===== config.mk =====
export PLATFORM = sky130hd
export DESIGN_NAME = dsl_serial_dac_ctrl
export DESIGN_NICKNAME = d
export VERILOG_FILES = /design/src/dsl_serial_dac_ctrl.v
export VERILOG_INCLUDE_DIRS = /design/src
export SDC_FILE = /design/constraint.sdc
export NUM_CORES = 1
export LEC_CHECK = 0
export ABC_AREA = 1
export BUFFER_PORTS_ARGS = -buffer_cell sky130_fd_sc_hd__buf_2
export CORE_MARGIN = 5
export CORE_UTILIZATION = 55
export DETAILED_ROUTE_END_ITERATION = 7
export GPL_TIMING_DRIVEN = 1
export PLACE_DENSITY = 0.78
export SLEW_MARGIN = 20
export SYNTH_ARGS = -nofsm -noshare
export SYNTH_HDL_FRONTEND = slang
export SYNTH_SLANG_ARGS = --single-unit

===== constraint.sdc =====
create_clock -name clk_sys_i -period 4 [get_ports clk_sys_i]
set_input_delay 1 -clock clk_sys_i [delete_from_list [all_inputs] [get_ports clk_sys_i]]
set_output_delay 1 -clock clk_sys_i [all_outputs]
set_load 0.02 [all_outputs]

===== src/dsl_defs.vh =====
`ifndef DSL_DEFS_VH
`define DSL_DEFS_VH

// Frame layout
`define DSL_FRAME_BITS      24
`define DSL_CNT_W           5
`define DSL_CODE_W          16
`define DSL_CODE_MSB        15
`define DSL_MODE_HI_POS     17
`define DSL_MODE_LO_POS     16
`define DSL_DONT_CARE_BITS  6

// Power mode encodings
`define DSL_MODE_NORMAL     2'h0
`define DSL_MODE_1K         2'h1
`define DSL_MODE_100K       2'h2
`define DSL_MODE_HIZ        2'h3

// Reset values and last bit count
`define DSL_CODE_RST        16'h0000
`define DSL_MODE_RST        2'h0
`define DSL_CNT_RST         5'h00
`define DSL_CNT_LAST        5'h17
`define DSL_FRAME_RST       24'h000000

`endif


===== src/dsl_serial_dac_ctrl.v =====
`timescale 1ns/1ps
`default_nettype none
`include "dsl_defs.vh"

module dsl_serial_dac_ctrl #(
    parameter FRAME_BITS = `DSL_FRAME_BITS,
    parameter CODE_W     = `DSL_CODE_W
) (
    input  wire              clk_sys_i,
    input  wire              rst_i,
    input  wire              frame_sel_n_i,
    input  wire              shift_clk_i,
    input  wire              serial_data_i,
    input  wire              code_ready_i,
    output reg  [CODE_W-1:0] dac_code_o,
    output reg  [1:0]        power_mode_o,
    output reg               code_valid_o,
    output reg               amp_enable_o,
    output reg               term_1k_o,
    output reg               term_100k_o,
    output reg               analog_on_o,
    output reg               frame_done_o
);

    // Timing through the block, in system clock cycles
    // Each link pin passes two flip-flops before any logic reads it.
    // One more stage of history turns the levels into edge strobes.
    // A shift-clock fall is therefore seen about three cycles late.
    // Data is taken from the same synchroniser depth as the clock,
    // so a bit that is steady around the fall is captured intact.
    // The shift clock must stay high and low for two cycles or more;
    // shorter phases can slip between samples and lose an edge.
    //
    // Frame handling
    // A select fall starts a fresh frame and clears the counter.
    // A select rise clears the counter and the partial frame, so a
    // frame cut short leaves both the code and the mode untouched.
    // The 24th fall marks the frame full; later falls are ignored
    // until select rises and falls again.
    //
    // Buffering
    // A full frame is pushed into a two-entry buffer one cycle after
    // the last fall, provided an entry is free. When both entries
    // are taken the new frame is dropped and no done pulse is sent.
    // The head is applied in the cycle in which code_ready_i is high.
    //
    // Applied state
    // The mode field and the code are applied together from one
    // buffer entry. A power-down frame still carries a code, which
    // is applied; the code register is never cleared by a mode.
    // All outputs are registered; code, mode and the decoded lines trail the applied state by one cycle.
    //
    // Limits
    // There is no timer: wake-up time after leaving power-down is the
    // host's to respect. Reset is synchronous and clears the code, mode and buffer; amp_enable_o and analog_on_o reset high.

    // Two-stage synchronisers for the three link pins
    reg                  sel_s1;
    reg                  sel_s2;
    reg                  clk_s1;
    reg                  clk_s2;
    reg                  dat_s1;
    reg                  dat_s2;
    // Edge detection history, read only from second stages
    reg                  sel_d;
    reg                  clk_d;
    // Shift state
    reg [FRAME_BITS-1:0] serial_input_frame;
    reg [`DSL_CNT_W-1:0] bit_cnt;
    reg                  frame_full;
    // Two-entry buffer of executed frames (mode + code)
    reg [CODE_W+1:0]     buf_data [0:1];
    reg [1:0]            buf_vld;
    reg                  buf_wr;
    reg                  buf_rd;
    // Applied state
    reg [1:0]            power_mode;
    reg [CODE_W-1:0]     code;
    // Decoded mode, registered into the outputs
    reg                  next_amp_enable;
    reg                  next_term_1k;
    reg                  next_term_100k;
    reg                  next_analog_on;

    wire                 sel_fall;
    wire                 sel_rise;
    wire                 sclk_fall;
    wire [FRAME_BITS-1:0] next_frame;
    wire                 last_edge;
    wire                 buf_in_ready;
    wire                 buf_out_valid;
    wire [CODE_W+1:0]    buf_out_data;

    // Synchronise the link pins into the system clock
    always @(posedge clk_sys_i) begin
        if (rst_i) begin
            sel_s1 <= 1'b1;
            sel_s2 <= 1'b1;
            clk_s1 <= 1'b0;
            clk_s2 <= 1'b0;
            dat_s1 <= 1'b0;
            dat_s2 <= 1'b0;
            sel_d  <= 1'b1;
            clk_d  <= 1'b0;
        end else begin
            sel_s1 <= frame_sel_n_i;
            sel_s2 <= sel_s1;
            clk_s1 <= shift_clk_i;
            clk_s2 <= clk_s1;
            dat_s1 <= serial_data_i;
            dat_s2 <= dat_s1;
            sel_d  <= sel_s2;
            clk_d  <= clk_s2;
        end
    end

    // Edge finding on synchronised levels
    // Both select edges are found so that a new frame and an
    // aborted frame each start from a clean counter.
    assign sel_fall  = sel_d & ~sel_s2;
    assign sel_rise  = ~sel_d & sel_s2;
    assign sclk_fall = clk_d & ~clk_s2 & ~sel_s2;
    // MSB arrives first, so shift toward the top
    assign next_frame = {serial_input_frame[FRAME_BITS-2:0], dat_s2};
    assign last_edge  = sclk_fall & ~frame_full & (bit_cnt == `DSL_CNT_LAST);

    // Input shift register and edge counter
    always @(posedge clk_sys_i) begin
        if (rst_i) begin
            serial_input_frame <= `DSL_FRAME_RST;
            bit_cnt            <= `DSL_CNT_RST;
            frame_full         <= 1'b0;
            buf_wr             <= 1'b0;
        end else begin
            buf_wr <= 1'b0;
            if (sel_rise || sel_fall) begin
                // Early rise clears the frame with no effect
                serial_input_frame <= `DSL_FRAME_RST;
                bit_cnt            <= `DSL_CNT_RST;
                frame_full         <= 1'b0;
            end else if (sclk_fall && !frame_full) begin
                serial_input_frame <= next_frame;
                bit_cnt            <= bit_cnt + 5'h01;
                if (last_edge) begin
                    frame_full <= 1'b1;
                    buf_wr     <= buf_in_ready;
                end
            end
        end
    end

    // Two-entry buffer: head is entry 0
    assign buf_in_ready  = ~buf_vld[1];
    assign buf_out_valid = buf_vld[0];
    assign buf_out_data  = buf_data[0];

    always @* begin
        buf_rd = buf_out_valid & code_ready_i;
    end

    // Buffer write takes the mode field and the code, top bits skipped
    always @(posedge clk_sys_i) begin
        if (rst_i) begin
            buf_vld     <= 2'h0;
            buf_data[0] <= {(CODE_W+2){1'b0}};
            buf_data[1] <= {(CODE_W+2){1'b0}};
        end else begin
            case ({buf_wr, buf_rd})
                2'b10: begin
                    if (buf_vld[0]) begin
                        buf_data[1] <= serial_input_frame[CODE_W+1:0];
                        buf_vld[1]  <= 1'b1;
                    end else begin
                        buf_data[0] <= serial_input_frame[CODE_W+1:0];
                        buf_vld[0]  <= 1'b1;
                    end
                end
                2'b01: begin
                    buf_data[0] <= buf_data[1];
                    buf_vld     <= {1'b0, buf_vld[1]};
                end
                2'b11: begin
                    if (buf_vld[1]) begin
                        buf_data[0] <= buf_data[1];
                        buf_data[1] <= serial_input_frame[CODE_W+1:0];
                    end else begin
                        buf_data[0] <= serial_input_frame[CODE_W+1:0];
                    end
                end
                default: begin
                    buf_vld <= buf_vld;
                end
            endcase
        end
    end

    // Apply buffered frames; code kept across power-down
    always @(posedge clk_sys_i) begin
        if (rst_i) begin
            code       <= `DSL_CODE_RST;
            power_mode <= `DSL_MODE_RST;
        end else if (buf_rd) begin
            power_mode <= buf_out_data[CODE_W+1:CODE_W];
            code       <= buf_out_data[CODE_W-1:0];
        end
    end

    // Mode decode: normal drives the amplifier, 1k and 100k pick a load, high-Z picks none
    always @* begin
        next_amp_enable = 1'b0;
        next_term_1k    = 1'b0;
        next_term_100k  = 1'b0;
        next_analog_on  = 1'b0;
        case (power_mode)
            `DSL_MODE_NORMAL: begin
                next_amp_enable = 1'b1;
                next_analog_on  = 1'b1;
            end
            `DSL_MODE_1K: begin
                next_term_1k = 1'b1;
            end
            `DSL_MODE_100K: begin
                next_term_100k = 1'b1;
            end
            `DSL_MODE_HIZ: begin
                // Output left open, no load selected
                next_term_1k = 1'b0;
            end
            default: begin
                next_amp_enable = 1'b0;
            end
        endcase
    end

    // Registered outputs decoded from the applied state
    // The decode is registered so no output glitches on a mode change
    always @(posedge clk_sys_i) begin
        if (rst_i) begin
            dac_code_o   <= `DSL_CODE_RST;
            power_mode_o <= `DSL_MODE_RST;
            code_valid_o <= 1'b0;
            amp_enable_o <= 1'b1;
            term_1k_o    <= 1'b0;
            term_100k_o  <= 1'b0;
            analog_on_o  <= 1'b1;
            frame_done_o <= 1'b0;
        end else begin
            dac_code_o   <= code;
            power_mode_o <= power_mode;
            code_valid_o <= buf_out_valid;
            frame_done_o <= buf_wr;
            amp_enable_o <= next_amp_enable;
            analog_on_o  <= next_analog_on;
            term_1k_o    <= next_term_1k;
            term_100k_o  <= next_term_100k;
        end
    end

endmodule
`default_nettype wire


==> results.tsv, run 1 <==
metric	value	unit
syn_nets	451	
cts_buffers	9	
crit_path_top_delay_cell	nand4_1	
final_nets	474	
die_area	9220	um^2
wl_per_cell	11.1	um
postSynth.asyncResetShare	0	%
synth_area	4070	um^2
finalHoldViolations	0	
syn_inst	441	
initial_utilization	56.4	%
dp_slack	0.890	ns
drtAntennaViolNets	0	
drive_gt1_share	12.6	%
dpl.hpwl	4.26	mm
setup_slack	1.32	ns
synth_top_area_share	37.4	%
synth_common_cells	nand2_1 (90), dfxtp_1 (76), nor2_1 (57)	
cts_hold_buf	0	
max_cap_viol_count	0	
clock_tree.buffer_depth	2	
vias	2714	
cts_root_buf	clkbuf_8	
tightest_slew	0.884	ns
crit_type	in2reg	
postSynthAreaPerCell	9.22	um^2
synth_area_leaders	dfxtp_1 (37%), edfxtp_1 (27%), nand2_1 (8.3%)	
grt.overflow.total	0	
path_clk_slew	0.10	ns
setup-tns-final	0	ns
num_rows	31	
pin_count	30	
p_leak	1.76	nW
yosysWarnings	0	
slew_violations	0	
drc	0	
holdWs	0.414	ns
outcome	completed	
grt_busiest_layer	met2	
slowest_delay	0.78	ns
clk_latency	0.37	ns
grt_max_degree	38	
via_per_inst	4.78	
grt_use_met3	4.46	%
maxSlewHeadroom	40.9	%
crit_fanout	20	
h-tree-depth	3	
powerDensity	425	nW/um^2
cp.required	3.84	ns
ctsResizeCount	0	
rsz0062_at_grt	no	
wirelength	6.28	mm
place_congestion	0.757	
synth_most_common_cell	nand2_1	
synth-main-ff-cell	dfxtp_1	
post_cts_buffers	0	
die_w	96	um
grt_pass1_wl	10.6	mm
grt_antenna_before_repair	0	
ys_seq_elements	112	
synth-seq-area-share	64.0	%
vdd_drop_max	0.216	mV
globalRouteMet1Util	19.5	%
fmax	0.373	GHz
synth_cell_types	24	
first_pass_iters	5	
fin_crit	2.68	ns
diodes	0	
cp-start-kind	primary input	
end_kind	flip-flop	
worstPathCellList	buf_2, nand2_1, inv_1, ha_1, nand3_2, nand4_1	
worstPathArrival	2.52	ns
syn_to_final_growth	9.78	%
die_h	96	um
finClkSkew	0.0198	ns
hold_class	reg2reg	
grt_pass1_vias	2416	
gr-usage-all-layers	14.9	%
cts.sinks	112	
setup_viol	0	
coreArea	7210	um^2
cts_tree	done	
portBuffers	29	
gr-usage-met2	23.3	%
yosys.area.top_type	dfxtp_1	
synth-edff-count	36	
fin_crit_sh	67.1	%
drt_iter0_drc	262	
[registers in the layout, summed over array words and instances, names as in the netlist, 2 cells and up]
| signal | count |
|---|---|
| dac_code_o | 16 |
| power_mode_o | 2 |
| code | 16 |
| buf_data | 36 |
| bit_cnt | 5 |
| power_mode | 2 |
| buf_vld | 2 |
| serial_input_frame | 18 |
[per-stage QoR]
step           utilization [%]  std cells  power [mW]  cell area (um^2)
6_report                  61.9        568        1.90              4470
3_3_place_gp              59.1        552        1.25              4260
4_1_cts                   61.9        568        1.91              4470
3_5_place_dp              59.1        552        1.25              4260
2_1_floorplan                -        441        1.24              4070
5_1_grt                   61.9        568        1.96              4470
[cells by family after synthesis]
logic type,share of synthesized area [%]
AO/OA/AOI/OAI,7.84
XOR/XNOR,0.215
adder cells (fa/ha/maj),1.23
buffers and inverters,7.78
flip-flops,64.0
AND/OR/NAND/NOR,18.9
[worst paths after layout]
| check | from | endpoint | slack [ns] | cells after the start |
|---|---|---|---|---|
| min reg2reg | clk_s1$_SDFF_PP0_ | clk_s2$_SDFF_PP0_ | 0.41 | 2 |
| max reg2reg | buf_vld[0]$_SDFFE_PP0P_ | buf_data[0][5]$_DFFE_PP_ | 1.68 | 5 |
| min | clk_s1$_SDFF_PP0_ | clk_s2$_SDFF_PP0_ | 0.41 | 2 |
| max | code_ready_i | buf_data[0][5]$_DFFE_PP_ | 1.32 | 6 |
[cell type report]
| type | instances | area, um^2 |
|---|---|---|
| Multi-Input combinational cell | 252 | 1150 |
| Clock inverter | 7 | 78.8 |
| Timing Repair Buffer | 33 | 175 |
| Tap cell | 99 | 124 |
| Clock buffer | 9 | 124 |
| Sequential cell | 112 | 2600 |
| Inverter | 56 | 213 |
| Fill cell | 593 | 2750 |
[routing by layer]
layer	vias up	part of all wire (%)
li1	1440	-
met1	1199	47
met2	69	46
met3	6	5.5
met4	0	0.92
met5	-	0
[layout by cell type (no fill, tap or decap), drive strengths merged, types with 4 or more instances in the layout]
| master | instances |
|---|---|
| a21oi | 41 |
| nand3 | 23 |
| buf | 33 |
| nor2 | 59 |
| nand2 | 93 |
| clkbuf | 9 |
| dfxtp | 76 |
| o21ai | 20 |
| inv | 58 |
| ha | 4 |
| edfxtp | 36 |
[critical path, delay by kind of cell]
| family | cells | cell delay (ns) |
|---|---|---|
| and+or+nand+nor | 3 | 1.16 |
| adders and majority gates | 1 | 0.20 |
| buffers and inverters | 2 | 0.15 |
[report_power, final]
group          switching [mW]  internal [mW]
clock                   0.377          0.296
combinational          0.0256        0.00860
sequential            0.00465           1.19
Power figures use the tool's default switching activity.
==> inputs of run 2 (changes only) <==
--- a/config.mk
+++ b/config.mk
@@ -9,7 +9,7 @@
 export ABC_AREA = 1
 export BUFFER_PORTS_ARGS = -buffer_cell sky130_fd_sc_hd__buf_2
 export CORE_MARGIN = 5
-export CORE_UTILIZATION = 55
+export CORE_UTILIZATION = 53
 export DETAILED_ROUTE_END_ITERATION = 7
 export GPL_TIMING_DRIVEN = 1
 export PLACE_DENSITY = 0.78
==> constraint.sdc (replaced) <==
create_clock -name clk_sys_i -period 2.4 [get_ports clk_sys_i]
set_input_delay 0.6 -clock clk_sys_i [delete_from_list [all_inputs] [get_ports clk_sys_i]]
set_output_delay 0.6 -clock clk_sys_i [all_outputs]
set_load 0.02 [all_outputs]
==> run 2 against run 1 <==
  * Die area is 3.4% higher
  * Hold slack worse by 0.00075 ns
  * Critical path depth grew 2
  * Design area up 1.6%
  * Non-clock buffer count is 2 higher
  * Sequential cell count unchanged
  * Clock power rose by 63%
  * Register-to-register slack got worse by 1.2 ns
  * Sequential share of layout area shrank 0.93 points
  * Combinational power rose by 74%
  * Setup slack got worse by 0.81 ns
  * Critical endpoint is now buf_data[1][5]$_DFFE_PP_
  * Largest power group unchanged
==> results.tsv, run 2 (synthesis gave the netlist of run 1 again) <==
metric	value	unit	change
path_clk_slew	0.11	ns	was 0.10 ns
cts_buffers	9		unchanged
pin_count	30		unchanged
first_pass_iters	5		unchanged
max_cap_viol_count	0		unchanged
holdWs	0.413	ns	was 0.414 ns
setup-tns-final	0	ns	unchanged
largest_register	buf_data		unchanged
p_comb_share	1.9	%	was 1.8%
swShare	21.1	%	was 21.5%
crit_type	reg2reg		was in2reg
fin_crit	1.89	ns	
cts_hold_buf	0		unchanged
powerDensity	692	nW/um^2	was 425 nW/um^2
final_common_cell	nand2_1		unchanged
diodes	0		unchanged
power_frac_seq	63.1	%	was 62.7%
reg.largest.list	buf_data x36, serial_input_frame x18		unchanged
worst-path-buf-inv	3		was 2
rsz0062_at_grt	no		unchanged
grt_max_degree	38		unchanged
wl_per_cell	11.0	um	was 11.1 um
die_area	9530	um^2	was 9220 um^2
wirelength	6.31	mm	was 6.28 mm
clock_tree.buffer_depth	2		unchanged
hold_class	in2reg		was reg2reg
p_int	2.48	mW	was 1.49 mW
place_congestion	0.737		was 0.757
grt_antenna_before_repair	0		unchanged
p_leak	1.79	nW	was 1.76 nW
final_nets	476		was 474
nFillCells	661		was 593
outcome	completed		unchanged
cts_tree	done		unchanged
h-tree-depth	3		unchanged
portBuffers	29		unchanged
maxSlewHeadroom	55.7	%	was 40.9%
drc	0		unchanged
fmax	0.529	GHz	
gr-usage-all-layers	13.8	%	was 14.9%
layout_common_cells	nand2_1 (89), dfxtp_1 (76), nor2_1 (57), inv_1 (53), a21oi_1 (41)		was nand2_1 (90), dfxtp_1 (76), nor2_1 (57), inv_1 (54), a21oi_1 (41)
ctsResizeCount	0		unchanged
vias	2692		was 2714
fin_util	59.7	%	was 61.9%
initial_utilization	53.5	%	was 56.4%
vdd_drop_max	0.272	mV	was 0.216 mV
clk_latency	0.36	ns	was 0.37 ns
setup_viol	0		unchanged
cts.sinks	112		unchanged
cp_top_family	simple AND/OR/NAND/NOR gates		unchanged
coreArea	7610	um^2	was 7210 um^2
end_kind	flip-flop		unchanged
cts_root_buf	clkbuf_8		unchanged
die_w	97.6	um	was 96 um
grt_pass1_wl	10.9	mm	was 10.6 mm
die_h	97.6	um	was 96 um
crit_fanout	19		was 20
grt_pass1_vias	2442		was 2416
syn_to_final_growth	11.6	%	was 9.78%
tightest_slew	0.664	ns	was 0.884 ns
clockPowerShare	35.0	%	was 35.5%
slowest_delay	0.51	ns	was 0.78 ns
drive_gt1_share	14.4	%	was 12.6%
post_cts_buffers	0		unchanged
slew_violations	0		unchanged
drt_iter0_drc	87		was 262
dpl.hpwl	4.48	mm	was 4.26 mm
crit_path_top_delay_cell	dfxtp_1		was nand4_1
cp.required	2.50	ns	was 3.84 ns
power.switching	0.663	mW	was 0.408 mW
worstPathCellList	inv_1, ha_2, inv_1, nor2_1, nor2_4, inv_4, nor2_4, nor2_1		was buf_2, nand2_1, inv_1, ha_1, nand3_2, nand4_1
worstPathArrival	1.99	ns	was 2.52 ns
finalHoldViolations	0		unchanged
finClkSkew	0.0141	ns	was 0.0198 ns
drtAntennaViolNets	0		unchanged
largest_reg_flops	36		unchanged
num_rows	32		was 31
fin_crit_sh	78.8	%	
via_per_inst	4.70		was 4.78
grt.overflow.total	0		unchanged
cp-start-kind	flip-flop		was primary input
run 2: power by group through the flow:
stage	Combinational [mW]	Sequential, mW	Clock [mW]
2_1_floorplan	0.0425	2.02	0
3_3_place_gp	0.0577	2.03	0
3_5_place_dp	0.0601	2.03	0
4_1_cts	0.0605	1.98	1.13
5_1_grt	0.0671	1.99	1.21
6_report	0.0594	1.98	1.10
run 2: worst paths after layout:
kind,from,end,slack (ns),depth (start not counted)
worst max-delay path,buf_wr$_SDFF_PP0_,buf_data[1][5]$_DFFE_PP_,0.51,8
worst max register to register,buf_wr$_SDFF_PP0_,buf_data[1][5]$_DFFE_PP_,0.51,8
worst min-delay path,frame_sel_n_i,sel_s1$_SDFF_PP1_,0.41,2
worst min register to register,dat_s1$_SDFF_PP0_,dat_s2$_SDFF_PP0_,0.42,2
run 2: final cells by class:
cell class | count | area [um^2] | share of cell area [%]
clock buffers | 11 | 163 | 3.58
multi-input cells | 252 | 1200 | 26.4
clock inverters | 5 | 43.8 | 0.965
flip-flops and latches | 112 | 2600 | 57.3
repair buffers | 35 | 190 | 4.19
well taps | 102 | 128 | 2.81
inverters | 56 | 215 | 4.74
run 2: metal layers:
metal	routed length [um]	share of wire, %	track usage (%)
met5	0	0	0
met4	121	1.9	6.71
met2	2930	46	22.1
met1	3010	48	18.0
met3	251	4.0	2.58
run 2: stage by stage:
step | area (um^2) | worst slack (ns) | total power, mW | cells
after CTS | 4540 | 0.505 | 3.18 | 573
after global placement | 4330 | 0.241 | 2.08 | 557
after global routing | 4540 | 0.365 | 3.26 | 573
final | 4540 | 0.508 | 3.14 | 573
after detailed placement | 4330 | 0.233 | 2.09 | 557
after floorplan | 4150 | -0.0839 | 2.07 | 441
==> inputs of run 3 (changes only) <==
--- a/config.mk
+++ b/config.mk
@@ -9,7 +9,7 @@
 export ABC_AREA = 1
 export BUFFER_PORTS_ARGS = -buffer_cell sky130_fd_sc_hd__buf_2
 export CORE_MARGIN = 5
-export CORE_UTILIZATION = 53
+export CORE_UTILIZATION = 55
 export DETAILED_ROUTE_END_ITERATION = 7
 export GPL_TIMING_DRIVEN = 1
 export PLACE_DENSITY = 0.78
==> constraint.sdc (replaced) <==
create_clock -name clk_sys_i -period 1.9 [get_ports clk_sys_i]
set_input_delay 0.475 -clock clk_sys_i [delete_from_list [all_inputs] [get_ports clk_sys_i]]
set_output_delay 0.475 -clock clk_sys_i [all_outputs]
set_load 0.02 [all_outputs]
==> run 3 against run 2 <==
  * Clock skew up 0.0013 ns
  * Global-route usage increased by 1.7 points
  * Via count increased by 1.3%
  * Critical path type unchanged
  * Largest cell class unchanged
==> results.tsv, run 3 (synthesis gave the netlist of run 1 again) <==
metric	value	unit	change
crit_type	reg2reg		unchanged
path_clk_slew	0.10	ns	was 0.11 ns
cts_buffers	9		unchanged
end_kind	flip-flop		unchanged
fin_util	63.6	%	was 59.7%
fin_crit	1.77	ns	was 1.89 ns
initial_utilization	56.4	%	was 53.5%
cp.required	2.03	ns	was 2.50 ns
first_pass_iters	4		was 5
p_int	3.04	mW	was 2.48 mW
setup_slack	0.130	ns	was 0.508 ns
post_cts_buffers	0		unchanged
dp_slack	-0.00375	ns	was 0.233 ns
powerDensity	857	nW/um^2	was 692 nW/um^2
cts.sinks	112		unchanged
num_rows	31		was 32
drc	0		unchanged
dpl_cell_area	4390	um^2	was 4330 um^2
crit_path_top_delay_cell	dfxtp_1		unchanged
ctsResizeCount	0		unchanged
final_common_cell	nand2_1		unchanged
gr-usage-all-layers	15.5	%	was 13.8%
pin_count	30		unchanged
largest_register	buf_data		unchanged
die_h	96	um	was 97.6 um
wl_per_cell	11.0	um	about the same
report.power.total	3.93	mW	was 3.14 mW
finClkSkew	0.0154	ns	was 0.0141 ns
worstHoldStart	frame_sel_n_i		unchanged
cp-start-kind	flip-flop		unchanged
grt_pass1_vias	2633		was 2442
p_leak	1.81	nW	was 1.79 nW
swShare	22.7	%	was 21.1%
tightest_slew	0.663	ns	was 0.664 ns
die_area	9220	um^2	was 9530 um^2
stdcell_area	4590	um^2	was 4540 um^2
finalHoldViolations	0		unchanged
vdd_drop_max	0.512	mV	was 0.272 mV
place_congestion	0.732		was 0.737
cts_tree	done		unchanged
wirelength	6.31	mm	about the same
outcome	completed		unchanged
r2r-end	buf_data[1][9]$_DFFE_PP_		was buf_data[1][5]$_DFFE_PP_
clock_tree.buffer_depth	2		unchanged
layout_common_cells	nand2_1 (88), dfxtp_1 (76), nor2_1 (55), inv_1 (53), a21oi_1 (41)		was nand2_1 (89), dfxtp_1 (76), nor2_1 (57), inv_1 (53), a21oi_1 (41)
h-tree-depth	3		unchanged
max_cap_viol_count	0		unchanged
setup_viol	0		unchanged
worstRegToRegCells	9		was 8
diodes	0		unchanged
p_comb_share	2.1	%	was 1.9%
rrSetupSlack	0.13	ns	was 0.51 ns
holdWs	0.301	ns	was 0.413 ns
drtAntennaViolNets	0		unchanged
maxSlewHeadroom	55.7	%	about the same
rsz0062_at_grt	no		unchanged
reg.largest.list	buf_data x36, serial_input_frame x18		unchanged
hold_class	in2reg		unchanged
largest_reg_flops	36		unchanged
final_nets	480		was 476
coreArea	7210	um^2	was 7610 um^2
worstPathArrival	1.90	ns	was 1.99 ns
portBuffers	29		unchanged
clockPowerShare	34.2	%	was 35.0%
power.switching	0.891	mW	was 0.663 mW
grt_pass1_wl	11.2	mm	was 10.9 mm
worstPathCellList	inv_1, ha_2, inv_1, nor2_2, nor2_4, inv_4, nor2_4, buf_12, nor2_1		was inv_1, ha_2, inv_1, nor2_1, nor2_4, inv_4, nor2_4, nor2_1
r2r_start	buf_wr$_SDFF_PP0_		unchanged
drt_iter0_drc	183		was 87
grt.overflow.total	0		unchanged
fin_crit_sh	93.2	%	was 78.8%
drive_gt1_share	15.8	%	was 14.4%
vias	2726		was 2692
crit_fanout	19		unchanged
cts_hold_buf	0		unchanged
cts_root_buf	clkbuf_8		unchanged
worstHoldEndpoint	sel_s1$_SDFF_PP1_		unchanged
grt_antenna_before_repair	0		unchanged
dpl.hpwl	4.58	mm	was 4.48 mm
fmax	0.565	GHz	was 0.529 GHz
slowest_delay	0.51	ns	about the same
power_frac_seq	63.7	%	was 63.1%
min_path_cells	2		unchanged
via_per_inst	4.75		was 4.70
die_w	96	um	was 97.6 um
syn_to_final_growth	12.8	%	was 11.6%
clk_latency	0.36	ns	about the same
slew_violations	0		unchanged
grt_max_degree	37		was 38
==> run 3: cell count changes in the layout (fill, tap and decap cells not counted), moves of 2 or more <==
| cell | before | now |
|---|---|---|
| buf_4 | 6 | 8 |
| nor2_2 | 0 | 2 |
| nor2_1 | 57 | 55 |
| inv_8 | 1 | 3 |
| buf_12 | 0 | 2 |
==> run 3: worst max-delay path, delay by kind of cell (launching register included) <==
kind / cells / cell delay (ns)
fa+ha+maj: 1 / 0.20
simple gates: 4 / 0.37
buf+inv: 4 / 0.45
flops: 1 / 0.51
==> run 3: metrics by stage <==
| stage | instances | setup TNS (ns) |
|---|---|---|
| 3_3_place_gp | 558 | 0 |
| 3_5_place_dp | 558 | -0.00620 |
| 2_1_floorplan | 441 | -16.04 |
| 4_1_cts | 574 | 0 |
| 6_report | 574 | 0 |
| 5_1_grt | 574 | 0 |
==> run 3: how the worst max path moves through the flow <==
stage / from / end / slack, ns / cells past startpoint
detailed placement: code_ready_i / buf_data[1][9]$_DFFE_PP_ / -0.004 / 11
finish: buf_wr$_SDFF_PP0_ / buf_data[1][9]$_DFFE_PP_ / 0.13 / 9
CTS: buf_wr$_SDFF_PP0_ / buf_data[1][1]$_DFFE_PP_ / 0.13 / 9
global route: buf_wr$_SDFF_PP0_ / buf_data[1][3]$_DFFE_PP_ / 0.02 / 9
global placement: code_ready_i / buf_data[1][10]$_DFFE_PP_ / 0.06 / 11
floorplan: code_ready_i / buf_data[1][0]$_DFFE_PP_ / -0.46 / 6
==> run 3: area by class of cell <==
class | instances | area [um^2]
fill | 588 | 2630
clock inverter | 7 | 72.6
inverter | 56 | 215
clock buffer | 9 | 124
tap | 99 | 124
sequential | 112 | 2600
multi-input combinational | 252 | 1200
timing repair buffer | 39 | 245
==> run 3: power by group through the flow <==
stage               Clock, mW  Combinational (mW)  Sequential (mW)
global placement            0              0.0814             2.56
finish                   1.34              0.0830             2.50
detailed placement          0              0.0842             2.56
global route             1.47              0.0951             2.51
CTS                      1.39              0.0844             2.50
floorplan                   0              0.0537             2.56
==> run 3: metal layers <==
layer	wire length, um	global-route usage, %	up-vias	share of wire (%)
met5	0	0	-	0
met1	2960	19.8	1223	47
met3	262	3.99	6	4.2
li1	-	-	1452	-
met4	57	5.69	0	0.90
met2	3030	25.4	45	48
